`src/hw/ism_defs.vh`:
```
// Purpose: constants of the instrument status monitor
// Assumes: 32-bit register bus, byte addresses
// Notes: one macro per figure
`ifndef ISM_DEFS_VH
`define ISM_DEFS_VH

// Register byte offsets
`define ISM_OFF_IN1_HIGH 8'h00
`define ISM_OFF_IN1_LOW 8'h04
`define ISM_OFF_IN2_HIGH 8'h08
`define ISM_OFF_IN2_LOW 8'h0c
`define ISM_OFF_TIME_LO 8'h10
`define ISM_OFF_TIME_HI 8'h14
`define ISM_OFF_FLAGS 8'h18
`define ISM_OFF_TCP_LOSS 8'h1c
`define ISM_OFF_UDP_LOSS 8'h20
`define ISM_OFF_FIFO_FILL 8'h24
`define ISM_OFF_OVER_TEMP 8'h28
`define ISM_OFF_IRQ_STATUS 8'h2c
`define ISM_OFF_IRQ_MASK 8'h30

// Health flag word layout
`define ISM_FLG_IN_OVF 0
`define ISM_FLG_APLL_FAIL 2
`define ISM_FLG_DAC_OK 3
`define ISM_FLG_OUT_CLIP 5
`define ISM_FLG_EXT_REF 7
`define ISM_FLG_SAMPLE_LOSS 11
`define ISM_FLG_TRIG 12
`define ISM_FLG_PLL_LOCK 20
`define ISM_FLG_ATOMIC_LOCK 24
`define ISM_FLG_MATH_OVF 25
`define ISM_FLG_WIDTH 29

// Interrupt status layout
`define ISM_IRQ_OVER_TEMP 0
`define ISM_IRQ_TCP_LOSS 1
`define ISM_IRQ_UDP_LOSS 2
`define ISM_IRQ_FIFO_FULL 3
`define ISM_IRQ_WIDTH 4

// Reset values
`define ISM_RST_IRQ_MASK 4'h0

// Timing and limits
`define ISM_CLK_KHZ 25000
`define ISM_WINDOW_MS 100
`define ISM_TEMP_LIMIT_C 85
`define ISM_PERCENT_FULL 100

// AXI responses
`define ISM_RESP_OKAY 2'b00
`define ISM_RESP_SLVERR 2'b10

`endif

```
`src/hw/ism_peak.v`:
```
// Purpose: windowed largest and smallest sample of one input
// Assumes: samples and window strobe on mclk
// Notes: a window with no sample keeps the previous result
module ism_peak #(
  parameter SW = 16
) (
  input wire mclk,
  input wire rst,
  input wire win_end,
  input wire smp_valid,
  input wire [SW-1:0] smp,
  output reg [SW-1:0] peak_high,
  output reg [SW-1:0] peak_low
);

reg [SW-1:0] run_high;
reg [SW-1:0] run_low;
reg seen;
reg [SW-1:0] next_high;
reg [SW-1:0] next_low;

// Fold the current sample in before publishing
always @* begin
  next_high = run_high;
  next_low = run_low;
  if (smp_valid) begin
    if (!seen || $signed(smp) > $signed(run_high))
      next_high = smp;
    if (!seen || $signed(smp) < $signed(run_low))
      next_low = smp;
  end
end

always @(posedge mclk) begin
  if (rst) begin
    run_high <= {SW{1'b0}};
    run_low <= {SW{1'b0}};
    seen <= 1'b0;
    peak_high <= {SW{1'b0}};
    peak_low <= {SW{1'b0}};
  end else if (win_end) begin
    if (seen || smp_valid) begin
      peak_high <= next_high;
      peak_low <= next_low;
    end
    seen <= 1'b0;
  end else begin
    run_high <= next_high;
    run_low <= next_low;
    seen <= seen | smp_valid;
  end
end

endmodule

```
`src/hw/ism_axil.v`:
```
// Purpose: AXI4-Lite slave front end
// Assumes: one outstanding write and one outstanding read
// Notes: read data is sampled from the decoder at the address beat
`include "ism_defs.vh"

module ism_axil (
  input wire mclk,
  input wire rst,
  input wire [7:0] s_axi_awaddr,
  input wire s_axi_awvalid,
  output wire s_axi_awready,
  input wire [31:0] s_axi_wdata,
  input wire [3:0] s_axi_wstrb,
  input wire s_axi_wvalid,
  output wire s_axi_wready,
  output reg [1:0] s_axi_bresp,
  output reg s_axi_bvalid,
  input wire s_axi_bready,
  input wire [7:0] s_axi_araddr,
  input wire s_axi_arvalid,
  output wire s_axi_arready,
  output reg [31:0] s_axi_rdata,
  output reg [1:0] s_axi_rresp,
  output reg s_axi_rvalid,
  input wire s_axi_rready,
  output wire wr_en,
  output reg [7:0] wr_addr,
  output reg [31:0] wr_data,
  output reg [3:0] wr_strb,
  input wire wr_err,
  output wire rd_en,
  output wire [7:0] rd_addr,
  input wire [31:0] rd_data,
  input wire rd_err
);

reg aw_held;
reg w_held;

assign s_axi_awready = !aw_held && !s_axi_bvalid;
assign s_axi_wready = !w_held && !s_axi_bvalid;
assign wr_en = aw_held && w_held && !s_axi_bvalid;
assign s_axi_arready = !s_axi_rvalid;
assign rd_en = s_axi_arvalid && !s_axi_rvalid;
assign rd_addr = s_axi_araddr;

always @(posedge mclk) begin
  if (rst) begin
    aw_held <= 1'b0;
    w_held <= 1'b0;
    wr_addr <= 8'h00;
    wr_data <= 32'h00000000;
    wr_strb <= 4'h0;
    s_axi_bvalid <= 1'b0;
    s_axi_bresp <= `ISM_RESP_OKAY;
  end else begin
    if (s_axi_awvalid && s_axi_awready) begin
      aw_held <= 1'b1;
      wr_addr <= s_axi_awaddr;
    end
    if (s_axi_wvalid && s_axi_wready) begin
      w_held <= 1'b1;
      wr_data <= s_axi_wdata;
      wr_strb <= s_axi_wstrb;
    end
    if (wr_en) begin
      aw_held <= 1'b0;
      w_held <= 1'b0;
      s_axi_bvalid <= 1'b1;
      s_axi_bresp <= wr_err ? `ISM_RESP_SLVERR : `ISM_RESP_OKAY;
    end else if (s_axi_bvalid && s_axi_bready) begin
      s_axi_bvalid <= 1'b0;
    end
  end
end

always @(posedge mclk) begin
  if (rst) begin
    s_axi_rvalid <= 1'b0;
    s_axi_rdata <= 32'h00000000;
    s_axi_rresp <= `ISM_RESP_OKAY;
  end else if (rd_en) begin
    s_axi_rvalid <= 1'b1;
    s_axi_rdata <= rd_data;
    s_axi_rresp <= rd_err ? `ISM_RESP_SLVERR : `ISM_RESP_OKAY;
  end else if (s_axi_rready) begin
    s_axi_rvalid <= 1'b0;
  end
end

endmodule

```
`src/hw/ism_top.v`:
```
// Purpose: instrument status monitor register bank
// Assumes: 25 MHz mclk, synchronous active-high rst, AXI4-Lite host
// Notes: health flags arrive from other domains and are synchronised
//
// Added by the designer: the AXI4-Lite interface to the registers and the placing of the registers.
`include "ism_defs.vh"

module ism_top #(
  parameter SW = 16,
  parameter CW = 16,
  parameter FIFO_DEPTH = 1024,
  parameter TW = 12,
  parameter WINDOW_CYC = `ISM_CLK_KHZ * `ISM_WINDOW_MS
) (
  input wire mclk,
  input wire rst,
  input wire [7:0] s_axi_awaddr,
  input wire s_axi_awvalid,
  output wire s_axi_awready,
  input wire [31:0] s_axi_wdata,
  input wire [3:0] s_axi_wstrb,
  input wire s_axi_wvalid,
  output wire s_axi_wready,
  output wire [1:0] s_axi_bresp,
  output wire s_axi_bvalid,
  input wire s_axi_bready,
  input wire [7:0] s_axi_araddr,
  input wire s_axi_arvalid,
  output wire s_axi_arready,
  output wire [31:0] s_axi_rdata,
  output wire [1:0] s_axi_rresp,
  output wire s_axi_rvalid,
  input wire s_axi_rready,
  input wire in1_valid,
  input wire [SW-1:0] in1_sample,
  input wire in2_valid,
  input wire [SW-1:0] in2_sample,
  input wire [1:0] input_overflow,
  input wire analog_pll_fail,
  input wire [1:0] output_dac_ok,
  input wire [1:0] output_clipping,
  input wire [3:0] ext_ref_lock,
  input wire sample_loss,
  input wire [7:0] trigger_state,
  input wire [3:0] pll_lock,
  input wire atomic_ref_lock,
  input wire [3:0] math_unit_overflow,
  input wire [TW-1:0] die_temp_c,
  input wire [CW-1:0] transfer_queue_count,
  input wire queue_write,
  output wire queue_drop,
  input wire tcp_loss_event,
  input wire udp_loss_event,
  output wire irq
);

localparam WCW = 32;
localparam [WCW-1:0] WIN_LAST = WINDOW_CYC - 1;
localparam [TW-1:0] TEMP_LIMIT = `ISM_TEMP_LIMIT_C;
localparam [CW-1:0] QUEUE_FULL = FIFO_DEPTH;
localparam PW = CW + 7;

function hit;
  input [7:0] addr;
  input [7:0] off;
  begin
    hit = (addr[7:2] == off[7:2]);
  end
endfunction

function [31:0] sext;
  input [SW-1:0] v;
  begin
    sext = {{(32-SW){v[SW-1]}}, v};
  end
endfunction

wire wr_en;
wire [7:0] wr_addr;
wire [31:0] wr_data;
wire [3:0] wr_strb;
wire rd_en;
wire [7:0] rd_addr;
reg [31:0] rd_data;
reg rd_err;
reg wr_err;

// Window timing
reg [WCW-1:0] win_cnt;
wire win_end = (win_cnt == WIN_LAST);

always @(posedge mclk) begin
  if (rst)
    win_cnt <= {WCW{1'b0}};
  else if (win_end)
    win_cnt <= {WCW{1'b0}};
  else
    win_cnt <= win_cnt + 1'b1;
end

wire [SW-1:0] in1_high;
wire [SW-1:0] in1_low;
wire [SW-1:0] in2_high;
wire [SW-1:0] in2_low;

ism_peak #(
  .SW(SW)
) u_peak_in1 (
  .mclk(mclk),
  .rst(rst),
  .win_end(win_end),
  .smp_valid(in1_valid),
  .smp(in1_sample),
  .peak_high(in1_high),
  .peak_low(in1_low)
);

ism_peak #(
  .SW(SW)
) u_peak_in2 (
  .mclk(mclk),
  .rst(rst),
  .win_end(win_end),
  .smp_valid(in2_valid),
  .smp(in2_sample),
  .peak_high(in2_high),
  .peak_low(in2_low)
);

// Health flag assembly from asynchronous sources
wire [`ISM_FLG_WIDTH-1:0] flag_raw;
assign flag_raw[`ISM_FLG_IN_OVF+1:`ISM_FLG_IN_OVF] =
  input_overflow;
assign flag_raw[`ISM_FLG_APLL_FAIL] = analog_pll_fail;
assign flag_raw[`ISM_FLG_DAC_OK+1:`ISM_FLG_DAC_OK] =
  output_dac_ok;
assign flag_raw[`ISM_FLG_OUT_CLIP+1:`ISM_FLG_OUT_CLIP] =
  output_clipping;
assign flag_raw[`ISM_FLG_EXT_REF+3:`ISM_FLG_EXT_REF] =
  ext_ref_lock;
assign flag_raw[`ISM_FLG_SAMPLE_LOSS] = sample_loss;
assign flag_raw[`ISM_FLG_PLL_LOCK+3:`ISM_FLG_PLL_LOCK] =
  pll_lock;
assign flag_raw[`ISM_FLG_ATOMIC_LOCK] = atomic_ref_lock;
assign flag_raw[`ISM_FLG_MATH_OVF+3:`ISM_FLG_MATH_OVF] =
  math_unit_overflow;

// Trigger pairs, input n at bits 12+2n and 13+2n
genvar gi;
generate
  for (gi = 0; gi < 4; gi = gi + 1) begin : g_trig
    assign flag_raw[`ISM_FLG_TRIG+2*gi+1:`ISM_FLG_TRIG+2*gi] =
      trigger_state[2*gi+1:2*gi];
  end
endgenerate

reg [`ISM_FLG_WIDTH-1:0] flag_meta;
reg [`ISM_FLG_WIDTH-1:0] flag_sync;
reg [`ISM_FLG_WIDTH-1:0] flag_word;

// Whole word moves together, so a read sees one instant
always @(posedge mclk) begin
  if (rst) begin
    flag_meta <= {`ISM_FLG_WIDTH{1'b0}};
    flag_sync <= {`ISM_FLG_WIDTH{1'b0}};
    flag_word <= {`ISM_FLG_WIDTH{1'b0}};
  end else begin
    flag_meta <= flag_raw;
    flag_sync <= flag_meta;
    flag_word <= flag_sync;
  end
end

// Timestamp, high half frozen when low half is read
reg [63:0] timestamp;
reg [31:0] time_hi_hold;

always @(posedge mclk) begin
  if (rst) begin
    timestamp <= 64'h0000000000000000;
    time_hi_hold <= 32'h00000000;
  end else begin
    timestamp <= timestamp + 64'h0000000000000001;
    if (rd_en && hit(rd_addr, `ISM_OFF_TIME_LO))
      time_hi_hold <= timestamp[63:32];
  end
end

// Over-temperature record
reg over_temp;
wire temp_high = (die_temp_c > TEMP_LIMIT);

always @(posedge mclk) begin
  if (rst)
    over_temp <= 1'b0;
  else if (temp_high)
    over_temp <= 1'b1;
end

// Transfer queue fill percentage
wire [PW-1:0] fill_scaled = transfer_queue_count * 7'd100;
wire [PW-1:0] fill_div = fill_scaled / QUEUE_FULL;
reg [6:0] fill_pct;
wire queue_full = (transfer_queue_count >= QUEUE_FULL);
assign queue_drop = queue_full && queue_write;

always @(posedge mclk) begin
  if (rst)
    fill_pct <= 7'h00;
  else if (queue_full)
    fill_pct <= 7'd`ISM_PERCENT_FULL;
  else
    fill_pct <= fill_div[6:0];
end

// Packet loss records
reg tcp_lost;
reg udp_lost;

always @(posedge mclk) begin
  if (rst) begin
    tcp_lost <= 1'b0;
    udp_lost <= 1'b0;
  end else begin
    if (tcp_loss_event)
      tcp_lost <= 1'b1;
    if (udp_loss_event)
      udp_lost <= 1'b1;
  end
end

// Interrupt status and mask
reg [`ISM_IRQ_WIDTH-1:0] irq_status;
reg [`ISM_IRQ_WIDTH-1:0] irq_mask;
reg temp_high_d;
reg queue_full_d;
wire [`ISM_IRQ_WIDTH-1:0] irq_set;
wire [`ISM_IRQ_WIDTH-1:0] irq_clr;

assign irq_set[`ISM_IRQ_OVER_TEMP] = temp_high && !temp_high_d;
assign irq_set[`ISM_IRQ_TCP_LOSS] = tcp_loss_event;
assign irq_set[`ISM_IRQ_UDP_LOSS] = udp_loss_event;
assign irq_set[`ISM_IRQ_FIFO_FULL] = queue_full && !queue_full_d;
assign irq_clr = (wr_en && wr_strb[0] &&
  hit(wr_addr, `ISM_OFF_IRQ_STATUS)) ?
  wr_data[`ISM_IRQ_WIDTH-1:0] : {`ISM_IRQ_WIDTH{1'b0}};
assign irq = |(irq_status & irq_mask);

// A set in the clearing cycle survives
always @(posedge mclk) begin
  if (rst) begin
    irq_status <= {`ISM_IRQ_WIDTH{1'b0}};
    irq_mask <= `ISM_RST_IRQ_MASK;
    temp_high_d <= 1'b0;
    queue_full_d <= 1'b0;
  end else begin
    temp_high_d <= temp_high;
    queue_full_d <= queue_full;
    irq_status <= (irq_status & ~irq_clr) | irq_set;
    if (wr_en && wr_strb[0] && hit(wr_addr, `ISM_OFF_IRQ_MASK))
      irq_mask <= wr_data[`ISM_IRQ_WIDTH-1:0];
  end
end

// Write decode: status words ignore writes, unmapped gives error
always @* begin
  wr_err = 1'b1;
  if (hit(wr_addr, `ISM_OFF_IRQ_STATUS) ||
      hit(wr_addr, `ISM_OFF_IRQ_MASK))
    wr_err = 1'b0;
  else if (wr_addr < `ISM_OFF_IRQ_STATUS)
    wr_err = 1'b0;
end

// Read decode
always @* begin
  rd_data = 32'h00000000;
  rd_err = 1'b0;
  if (hit(rd_addr, `ISM_OFF_IN1_HIGH))
    rd_data = sext(in1_high);
  else if (hit(rd_addr, `ISM_OFF_IN1_LOW))
    rd_data = sext(in1_low);
  else if (hit(rd_addr, `ISM_OFF_IN2_HIGH))
    rd_data = sext(in2_high);
  else if (hit(rd_addr, `ISM_OFF_IN2_LOW))
    rd_data = sext(in2_low);
  else if (hit(rd_addr, `ISM_OFF_TIME_LO))
    rd_data = timestamp[31:0];
  else if (hit(rd_addr, `ISM_OFF_TIME_HI))
    rd_data = time_hi_hold;
  else if (hit(rd_addr, `ISM_OFF_FLAGS))
    rd_data = {{(32-`ISM_FLG_WIDTH){1'b0}}, flag_word};
  else if (hit(rd_addr, `ISM_OFF_TCP_LOSS))
    rd_data = {31'h00000000, tcp_lost};
  else if (hit(rd_addr, `ISM_OFF_UDP_LOSS))
    rd_data = {31'h00000000, udp_lost};
  else if (hit(rd_addr, `ISM_OFF_FIFO_FILL))
    rd_data = {25'h0000000, fill_pct};
  else if (hit(rd_addr, `ISM_OFF_OVER_TEMP))
    rd_data = {31'h00000000, over_temp};
  else if (hit(rd_addr, `ISM_OFF_IRQ_STATUS))
    rd_data = {{(32-`ISM_IRQ_WIDTH){1'b0}}, irq_status};
  else if (hit(rd_addr, `ISM_OFF_IRQ_MASK))
    rd_data = {{(32-`ISM_IRQ_WIDTH){1'b0}}, irq_mask};
  else
    rd_err = 1'b1;
end

ism_axil u_bus (
  .mclk(mclk),
  .rst(rst),
  .s_axi_awaddr(s_axi_awaddr),
  .s_axi_awvalid(s_axi_awvalid),
  .s_axi_awready(s_axi_awready),
  .s_axi_wdata(s_axi_wdata),
  .s_axi_wstrb(s_axi_wstrb),
  .s_axi_wvalid(s_axi_wvalid),
  .s_axi_wready(s_axi_wready),
  .s_axi_bresp(s_axi_bresp),
  .s_axi_bvalid(s_axi_bvalid),
  .s_axi_bready(s_axi_bready),
  .s_axi_araddr(s_axi_araddr),
  .s_axi_arvalid(s_axi_arvalid),
  .s_axi_arready(s_axi_arready),
  .s_axi_rdata(s_axi_rdata),
  .s_axi_rresp(s_axi_rresp),
  .s_axi_rvalid(s_axi_rvalid),
  .s_axi_rready(s_axi_rready),
  .wr_en(wr_en),
  .wr_addr(wr_addr),
  .wr_data(wr_data),
  .wr_strb(wr_strb),
  .wr_err(wr_err),
  .rd_en(rd_en),
  .rd_addr(rd_addr),
  .rd_data(rd_data),
  .rd_err(rd_err)
);

endmodule

```
`config.mk`:
```
export PLATFORM = sky130hd
export DESIGN_NAME = ism_top
export DESIGN_NICKNAME = d
export VERILOG_FILES = /design/src/hw/ism_peak.v /design/src/hw/ism_axil.v /design/src/hw/ism_top.v
export VERILOG_INCLUDE_DIRS = /design/src /design/src/hw
export SDC_FILE = /design/constraint.sdc
export NUM_CORES = 1
export LEC_CHECK = 0
export ABC_AREA = 1
export BUFFER_PORTS_ARGS = -buffer_cell sky130_fd_sc_hd__buf_4
export CAP_MARGIN = 20
export CORE_MARGIN = 2
export CORE_UTILIZATION = 40
export DETAILED_ROUTE_END_ITERATION = 12
export PLACE_DENSITY = 0.67
export SKIP_LAST_GASP = 1
export SLEW_MARGIN = 20
export SYNTH_ARGS = -nofsm -noshare
export SYNTH_HDL_FRONTEND = slang
export SYNTH_SLANG_ARGS = --single-unit
```
`constraint.sdc`:
```
create_clock -name mclk -period 8 [get_ports mclk]
set_input_delay 1.2 -clock mclk [delete_from_list [all_inputs] [get_ports mclk]]
set_output_delay 1.2 -clock mclk [all_outputs]
set_load 0.01 [all_outputs]
```
==> impl_results.md, run 1 <==
- Yosys reg bits: 414
- Post-cts repair resize count: 0
- # H-tree levels: 2
- Hold crit path type: reg -> reg
- Yosys top cell area share: 39.0%
- Worst EP arrival: 2340 ps
- WL/cell: between 10 and 15 microns
- 1st-iter DRT viols: 1358
- Clk root buf: clkbuf_16
- CP Launch Point: transfer_queue_count[11]
- Crit start category: input port
- Post-Place Cells: roughly 3800
- Synth Cell Area: 21300 sq um
- Buffers on Ports: 157
- Dominant synthesized flop cell: dfxtp_1
- Synth area leaders: dfxtp_1 39%, inv_1 10%, nand2_1 9.7%
- WP data required: 6800 ps
- Post-DRT Antenna Nets: 0
- Main combinational cell family by area after synthesis: simple AND/OR/NAND/NOR gates
- Multi-input gate area: 10200 sq um
- Largest net degree at the start of global routing: 98
- Worst Skew: 33.9 ps
- # fillers: 5420
- Final net count: 3407
- Status: finished, final reports clean
- Total die area: 55000 sq um
- Pre-antenna DRT Iters: 6
- CTS tree: done
- Post-Synth Adder-Cell Area: approximately 6.7%
- Final count of pins violating max slew: 0
- Die height: 235 microns
- Hold Buf Count CTS: 0
- Setup TNS: 0 ps
- Initial Util: 40.4%
- Worst VDD drop: 141 uV
- Post-DP HPWL: 41400 microns
- Clock buffer depth: 3
- Number of max-cap violations: 0
- Placed Area: 22900 sq um
- CP max FO: 4
- Async SR Flop Fraction: 0%
- Clock slew at reported path FFs: about 60 ps
- Count leader, synth: inv_1
- Mean Syn Cell Area: 7.00 sq um
- Die Width: 235 microns
- Sequential area share after synthesis: 39.0%
- Critical path type: in -> out
- DRT Wirelength: 57200 microns
- Post-Synth XOR/XNOR Area: less than 1%
- R2r startpoint: win_cnt[0]
- Yosys warning count: 0
- Synth Area in Simple Gates: roughly 28%
- Sequential standard cell area: 8290 sq um
- Non-filler cells, final: ~3900
- Design area: 24500 sq um
- Yosys top cell by area: dfxtp_1
- Vias: 19100
- Vias in the first global route: 18000
- Number of enable flip-flop cells after synthesis: 0
- First-pass GRT wire length: between 90000 and 100000 microns
- Clock sink count: 414
- Fmax: 283 MHz
- Fin crit share: 44.2%
- Mux share of post-synthesis cell area: 0%
- Crit end category: output pin
- GRT Total Usage: between 20% and 30%
- Placer congestion estimate: 0.945
- Compound-Gate Fraction of Synth Area: about an eighth
- Minimum clock period: 3540 ps
- Initial antenna violation count: 0
- Area delta synth->final: 15.2%
- Row Count: 84
- Core Box Area: 52600 sq um
- Setup Fix Bufs, Post-CTS: 0
- Commonest cells post-synth: 587 x inv_1, 547 x nand2_1, 414 x dfxtp_1, 281 x nor2_1, 246 x nand3_1
- Synth unique cells: 55
- HP Start: flag_meta[0]
- Leakage: approximately 11 nW
- Slew HR: 29.8%
- Final setup vio count: 0
- Fraction of layout cells with a size suffix above 1: 10.6%
- Final Hold Viols: 0
- PwrDens: 197 nW/um^2
- Drt drc: 0
- Cells after synthesis: 3037
- Slew @ Worst Pin: 1050 ps
- Clock Latency Late Sink: 610 ps
- Ant diodes: 0
- RSZ-0062 raised after global routing: false
- Via density: 4.95
- TritonCTS Buffers: 46
- Total congestion overflow: 0
- I/O pin count: 196
-- critical path, stage by stage --
cell and delay [ps]:
buf_4 110, inv_1 110, ha_1 160, nand2_1 50
nor4_1 210, nand2_1 130, inv_1 170, nor2_1 60
buf_4 140
-- kinds of logic (layout without fill, tap and decap cells) --
kind of cell / Yosys count / after routing
AND/OR/NAND/NOR: 1301 / 1301
buffers and inverters: 715 / 858
AO/OA/AOI/OAI: 481 / 481
flip-flops: 414 / 414
adder cells (fa/ha/maj): 109 / 109
XOR/XNOR: 16 / 16
other: 1 / 2
-- layer usage --
layer | global-route usage (%) | wire length [microns] | vias to the layer above
li1 | - | - | 9892
met5 | 0 | 0 | -
met2 | 35.6 | 26800 | 418
met1 | 27.2 | 25800 | 8733
met4 | 6.94 | 1760 | 0
met3 | 3.28 | 2770 | 96
-- area by class of cell --
| cell class | instances | area share, % |
|---|---|---|
| clock buffer | 61 | 5.22 |
| clock inverter | 23 | 1.17 |
| inverter | 603 | 9.26 |
| multi-input combinational | 1909 | 41.7 |
| sequential | 414 | 33.9 |
| tap | 688 | 3.52 |
| timing repair buffer | 171 | 5.26 |
-- sequential cells by signal, indices dropped and copies added, names as in the netlist, 6 cells and up --
signal,cells
timestamp,64
u_peak_in2.run_low,16
u_peak_in2.peak_high,16
u_peak_in1.peak_low,16
u_bus.s_axi_rdata,32
u_peak_in2.peak_low,16
u_peak_in1.run_high,16
flag_word,29
u_bus.wr_addr,6
flag_meta,29
time_hi_hold,32
fill_pct,7
flag_sync,29
u_peak_in1.run_low,16
win_cnt,32
u_peak_in2.run_high,16
u_peak_in1.peak_high,16
-- power breakdown --
group | leakage, nW | switching, mW | internal [mW] | total, mW
logic | 7.27 | 0.303 | 0.196 | 0.499
clock network | 0.775 | 0.904 | 1.27 | 2.17
registers | 3.37 | 0.0350 | 2.12 | 2.16
total | 11.4 | 1.24 | 3.59 | 4.83
-- through the flow --
| step | hold WS (ps) | power, mW | worst slack [ps] | utilization [%] |
|---|---|---|---|---|
| global placement | 390 | 2.70 | 3970 | 43.6 |
| global route | 404 | 5.06 | 4300 | 46.6 |
| floorplan | 388 | 2.54 | 4350 | - |
| finish | 390 | 4.83 | 4460 | 46.6 |
| detailed placement | 393 | 2.70 | 3950 | 43.6 |
| CTS | 385 | 4.88 | 4420 | 46.6 |
-- cells in the final DEF (no fill, tap or decap), types with 7 or more instances in the layout --
cell / instances
nor3_2: 9
o2111ai_1: 8
nand2_1: 546
nor2_1: 281
fa_1: 8
o21ai_1: 14
inv_2: 14
o21ai_0: 152
clkinv_2: 14
nor3b_1: 13
inv_1: 587
xor2_1: 10
ha_1: 101
clkbuf_16: 46
buf_4: 170
nor2_4: 8
clkbuf_8: 7
a221oi_1: 15
nor4_1: 18
nand4_1: 47
nor3_1: 70
or2_2: 9
a22oi_1: 7
nor2_2: 15
nand2_2: 12
a31oi_1: 7
clkbuf_1: 8
o21a_1: 55
nand3_1: 246
a21oi_1: 191
dfxtp_1: 414
o211ai_1: 13
-- path summary, 6_finish.rpt --
kind	endpoint	cells after the start	slack, ps
max	queue_drop	9	4460
max reg2reg	u_peak_in2.peak_low[15]	13	4640
min reg2reg	flag_sync[0]	2	390
min	flag_sync[0]	2	390
(Power assumes the default switching activity.)
==> inputs of run 2 (changes only) <==
--- a/config.mk
+++ b/config.mk
@@ -12,7 +12,7 @@
 export CORE_MARGIN = 2
 export CORE_UTILIZATION = 40
 export DETAILED_ROUTE_END_ITERATION = 12
-export PLACE_DENSITY = 0.67
+export PLACE_DENSITY = 0.7
 export SKIP_LAST_GASP = 1
 export SLEW_MARGIN = 20
 export SYNTH_ARGS = -nofsm -noshare
==> constraint.sdc (replaced) <==
create_clock -name mclk -period 2.9 [get_ports mclk]
set_input_delay 0.435 -clock mclk [delete_from_list [all_inputs] [get_ports mclk]]
set_output_delay 0.435 -clock mclk [all_outputs]
set_load 0.01 [all_outputs]
==> run 2 against run 1 <==
  * Count of clock-buffer cells in the layout rose by 3
  * Hold slack worse by 340 ps
  * Via count grew 2.0%
  * Global-route usage is 0.10 points higher
  * Sequential power rose to 2.8 times the previous value
  * Critical path type is now in -> reg
  * Critical endpoint is now fill_pct[6]
  * Largest power group unchanged
==> impl_results.md, run 2 (synthesis gave the netlist of run 1 again) <==
- Tot Pwr: 13.7 mW (+180%)
- Total die area: 55000 sq um (unchanged)
- Fraction of layout cells with a size suffix above 1: 11.8% (+1.2 points)
- Final net count: 3455 (+1.4%)
- 1st-iter DRT viols: 1429 (+5.2%)
- Placer congestion estimate: 0.916 (-3.1%)
- Ant diodes: 0 (unchanged)
- Clock buffer depth: 3 (unchanged)
- Crit end category: flip-flop
- Vias: 19500 (+2.0%)
- Initial Util: 40.4% (unchanged)
- Final Hold Viols: 0 (unchanged)
- Final count of pins violating max slew: 0 (unchanged)
- Pre-antenna DRT Iters: 5 (-1)
- Fin crit share: 90.8%
- Clk root buf: clkbuf_16
- Most flop-heavy register: timestamp
- Hold Buf Count CTS: 0 (unchanged)
- Via density: 4.98 (+0.77%)
- CP max FO: 4 (unchanged)
- Placed Area: 23300 sq um (+1.8%)
- RSZ-0062 raised after global routing: false
- Clock sink count: 414 (unchanged)
- Fmax: 380 MHz
- WP data required: 3330 ps (-3470 ps)
- Worst Skew: 22.5 ps (-11.4 ps)
- Post-DRT Antenna Nets: 0 (unchanged)
- DRT Wirelength: 58300 microns (+2.0%)
- Drt drc: 0 (unchanged)
- Clock Latency Late Sink: 580 ps (-30 ps)
- Hold crit path type: in -> reg
- GRT Total Usage: 21.1% (+0.10 points)
- Post-DP HPWL: 42400 microns (+2.4%)
- Initial antenna violation count: 0 (unchanged)
- Post-Place Cells: 3833 (+1.3%)
- Slew @ Worst Pin: 898 ps (-155 ps)
- TritonCTS Buffers: 46 (unchanged)
- WL/cell: 14.9 microns (+0.72%)
- Worst VDD drop: 400 uV (+180%)
- Non-filler cells, final: 3917 (+1.2%)
- Clock slew at reported path FFs: 60 ps (about the same)
- CTS tree: done
- Setup TNS: 0 ps (unchanged)
- Core Box Area: 52600 sq um (unchanged)
- Total congestion overflow: 0 (unchanged)
- Leakage: 11.7 nW (+2.3%)
- Minimum clock period: 2630 ps
- Max FFs per register: 64 (unchanged)
- Setup Fix Bufs, Post-CTS: 0 (unchanged)
- Buffers on Ports: 157 (unchanged)
- Design area: 24900 sq um (+1.9%)
- Post-cts repair resize count: 0 (unchanged)
- Most frequent cells in the layout: 587 x inv_1, 547 x nand2_1, 414 x dfxtp_1
- Final setup vio count: 0 (unchanged)
- Slew HR: 40.1% (+10 points)
- Most common cell after layout, fill and taps aside: inv_1
- Worst EP arrival: 3060 ps (+720 ps)
- Vias in the first global route: 18300 (+1.3%)
- Area delta synth->final: 17.4%
- Post-route setup slack: 268 ps (-4190 ps)
- Die height: 235 microns (unchanged)
- Post-place setup slack: -307 ps (-4260 ps)
- Critical path type: in -> reg
- Die Width: 235 microns (unchanged)
- I/O pin count: 196 (unchanged)
- Number of max-cap violations: 0 (unchanged)
- First-pass GRT wire length: 93200 microns (+0.92%)
- Largest net degree at the start of global routing: 193 (+97%)
- Status: finished, final reports clean
- Row Count: 84 (unchanged)
- Crit start category: input port
- # H-tree levels: 2 (unchanged)
- PwrDens: 550 nW/um^2 (+180%)
## run 2: cell types whose count changed in the layout (fill, tap and decap cells not counted), moves of 2 or more
cell / previous run / this run
clkbuf_1: 8 / 10
clkinv_2: 14 / 8
buf_12: 0 / 5
bufinv_16: 4 / 7
buf_4: 170 / 213
clkinv_16: 2 / 0
## run 2: through the flow
stage          hold slack (ps)  utilization [%]
6_report                  53.2             47.5
5_1_grt                   44.0             47.5
3_5_place_dp               392             44.4
3_3_place_gp               391             44.4
2_1_floorplan              388                -
4_1_cts                   28.2             47.5
## run 2: final timing paths
path,endpoint,depth (start not counted),start,slack [ps]
worst max-delay path,fill_pct[6],16,transfer_queue_count[7],270
worst max register to register,timestamp[56],12,timestamp[0],550
worst min register to register,flag_word[13],2,flag_sync[13],390
worst min-delay path,flag_meta[22],3,pll_lock[2],50
## run 2: layer usage
layer / track usage [%] / vias to the layer above / part of all wire [%]
met5: 0 / - / 0
met4: 6.82 / 0 / 2.7
met3: 2.40 / 86 / 5.0
met1: 27.5 / 8983 / 45
met2: 36.2 / 466 / 48
li1: - / 9991 / -
## run 2: cell type report
cell class	count	area, sq um
timing repair buffer	219	1710
tap	688	861
fill	5274	27600
inverter	603	2270
clock buffer	64	1310
multi-input combinational	1909	10200
sequential	414	8290
clock inverter	20	303
## run 2: power by group
| group | leakage, nW | internal, mW | switching, mW |
|---|---|---|---|
| Sequential | 3.37 | 5.86 | 0.0993 |
| Clock | 0.790 | 3.79 | 2.46 |
| Combinational | 7.53 | 0.648 | 0.865 |
| Total | 11.7 | 10.3 | 3.42 |
## run 2: critical path, stage by stage
cell	delay [ps]
buf_4	120
ha_1	280
ha_1	280
inv_1	50
fa_1	500
inv_1	50
ha_1	310
inv_1	60
nor3_1	230
nand2_1	80
o211ai_1	230
nand2_1	100
nand2_1	80
o21ai_0	70
a21oi_1	120
nor2_1	50
==> inputs of run 3 (changes only) <==
--- a/config.mk
+++ b/config.mk
@@ -12,7 +12,7 @@
 export CORE_MARGIN = 2
 export CORE_UTILIZATION = 40
 export DETAILED_ROUTE_END_ITERATION = 12
-export PLACE_DENSITY = 0.7
+export PLACE_DENSITY = 0.6
 export SKIP_LAST_GASP = 1
 export SLEW_MARGIN = 20
 export SYNTH_ARGS = -nofsm -noshare
==> run 3 against run 2 <==
  * Setup slack gained 40 ps
  * Clock power is 3% lower
  * Maximum frequency increased by 1.5%
  * Largest cell class unchanged
  * Largest power group unchanged
  * Flip-flop and latch count did not move
  * Final area is 0.25% lower
  * First-iteration DRC count increased by 3.9%
  * Core utilization shrank 0.12 points
  * Sequential share of layout area up 0.082 points
  * Global-route usage rose by 1.0 points
  * Non-clock buffer count decreased by 6
==> impl_results.md, run 3 (synthesis gave the netlist of run 1 again) <==
- Status: finished, final reports clean
- Post-DP HPWL: 45100 microns (+6.4%)
- Row Count: 84 (unchanged)
- Ant diodes: 0 (unchanged)
- Initial antenna violation count: 0 (unchanged)
- Worst VDD drop: 439 uV (+9.9%)
- First-pass GRT wire length: 97300 microns (+4.3%)
- Post-DRT Antenna Nets: 0 (unchanged)
- RSZ-0062 raised after global routing: false
- Clock slew at reported path FFs: 60 ps (about the same)
- WP data required: 3360 ps (+30 ps)
- Gr busiest metal: met2
- Core Box Area: 52600 sq um (unchanged)
- Buffers on Ports: 157 (unchanged)
- Final net count: 3450 (-0.14%)
- I/O pin count: 196 (unchanged)
- Clock buffer depth: 3 (unchanged)
- Slew @ Worst Pin: 764 ps (-135 ps)
- Hold Buf Count CTS: 0 (unchanged)
- Pre-antenna DRT Iters: 5 (unchanged)
- Max FFs per register: 64 (unchanged)
- Die Width: 235 microns (unchanged)
- Critical path type: in -> reg
- GRT Total Usage: 22.1% (+1.0 points)
- Final count of pins violating max slew: 0 (unchanged)
- Setup TNS: 0 ps (unchanged)
- Placer congestion estimate: 0.894 (-2.3%)
- Via density: 5.06 (+1.5%)
- Worst EP arrival: 3050 ps (about the same)
- Initial Util: 40.4% (unchanged)
- CP max FO: 4 (unchanged)
- GR Layer Usage met2: 37.7% (+1.5 points)
- Final setup vio count: 0 (unchanged)
- Final Hold Viols: 0 (unchanged)
- Largest net degree at the start of global routing: 144 (-25%)
- DRT Wirelength: 60600 microns (+4.0%)
- PwrDens: 545 nW/um^2 (-0.95%)
- Area delta synth->final: 17.1%
- Slew HR: 49.0% (+8.9 points)
- Met3 usage: 2.96% (+0.56 points)
- Fraction of layout cells with a size suffix above 1: 11.8% (+0.015 points)
- Drt drc: 0 (unchanged)
- Non-filler cells, final: 3913 (-0.10%)
- Clock Latency Late Sink: 590 ps (about the same)
- Clock sink count: 414 (unchanged)
- # H-tree levels: 2 (unchanged)
- CTS tree: done
- WL/cell: 15.5 microns (+4.1%)
- 1st-iter DRT viols: 1485 (+3.9%)
- Worst Skew: 20.0 ps (-2.57 ps)
- Crit end category: flip-flop
- Fin util: 47.4% (-0.12 points)
- Most frequent cells in the layout: 587 x inv_1, 547 x nand2_1, 414 x dfxtp_1
- Clk root buf: clkbuf_16
- Vias in the first global route: 18900 (+3.6%)
- Most common cell after layout, fill and taps aside: inv_1
- Most flop-heavy register: timestamp
- Fmax: 386 MHz (+1.5%)
- Crit start category: input port
- Met1 usage: 28.9% (+1.4 points)
- Die height: 235 microns (unchanged)
- TritonCTS Buffers: 47 (+2.2%)
- Setup Fix Bufs, Post-CTS: 0 (unchanged)
- Hold WS: 47.9 ps (-5.37 ps)
- Total die area: 55000 sq um (unchanged)
- Minimum clock period: 2590 ps (-39.6 ps)
- Leakage: 11.7 nW (-0.32%)
- Number of max-cap violations: 0 (unchanged)
- Total congestion overflow: 0 (unchanged)
- Fin crit share: 89.4% (-1.4 points)
- Hold crit path type: in -> reg
- Post-Place Cells: 3827 (-0.16%)
- Vias: 19800 (+1.4%)
run 3: cell type report:
cell class	instances	area (sq um)
Fill cell	5290	27700
Multi-Input combinational cell	1909	10200
Sequential cell	414	8290
Inverter	603	2270
Timing Repair Buffer	213	1670
Clock buffer	66	1380
Tap cell	688	861
Clock inverter	20	213
run 3: path summary, 6_finish.rpt:
path,from,end,slack (ps),cells after the start
worst max-delay path,transfer_queue_count[7],fill_pct[6],310,16
worst min-delay path,math_unit_overflow[1],flag_meta[26],50,3
worst max register to register,u_peak_in2.run_high[11],u_peak_in2.peak_high[2],470,15
worst min register to register,flag_meta[28],flag_sync[28],400,2
run 3: through the flow:
| stage | setup slack [ps] | total power, mW | instance area (sq um) |
|---|---|---|---|
| finish | 307 | 13.6 | 24900 |
| global route | 44.2 | 14.2 | 24900 |
| CTS | 275 | 13.7 | 24900 |
| detailed placement | -348 | 7.60 | 23300 |
| global placement | -315 | 7.56 | 23300 |
| floorplan | 16.5 | 7.00 | 21300 |
run 3: critical path: stages:
cell and delay, ps:
buf_4 130, ha_1 290, ha_1 280, inv_1 50, fa_1 500, inv_1 40
ha_1 300, inv_1 70, nor3_2 200, nand2_1 80, o211ai_1 240, nand2_1 110
nand2_1 80, o21ai_0 70, a21oi_1 120, nor2_1 50
run 3: power breakdown:
part | internal (mW) | switching [mW] | leakage, nW
clock network | 3.60 | 2.49 | 0.781
logic | 0.636 | 0.882 | 7.50
registers | 5.86 | 0.0992 | 3.37
total | 10.1 | 3.47 | 11.7
run 3: repair_timing:
action / CTS / global route
setup endpoints to repair: 0 / 1
resized for setup: 0 / 1
endpoints found under the hold margin: 0 / 0
run 3: metal layers:
metal  vias to the layer above  share of wire [%]
met5                         -                  0
met4                         0                2.5
met3                        90                5.7
met2                       488                 47
met1                      9236                 45
li1                       9978                  -
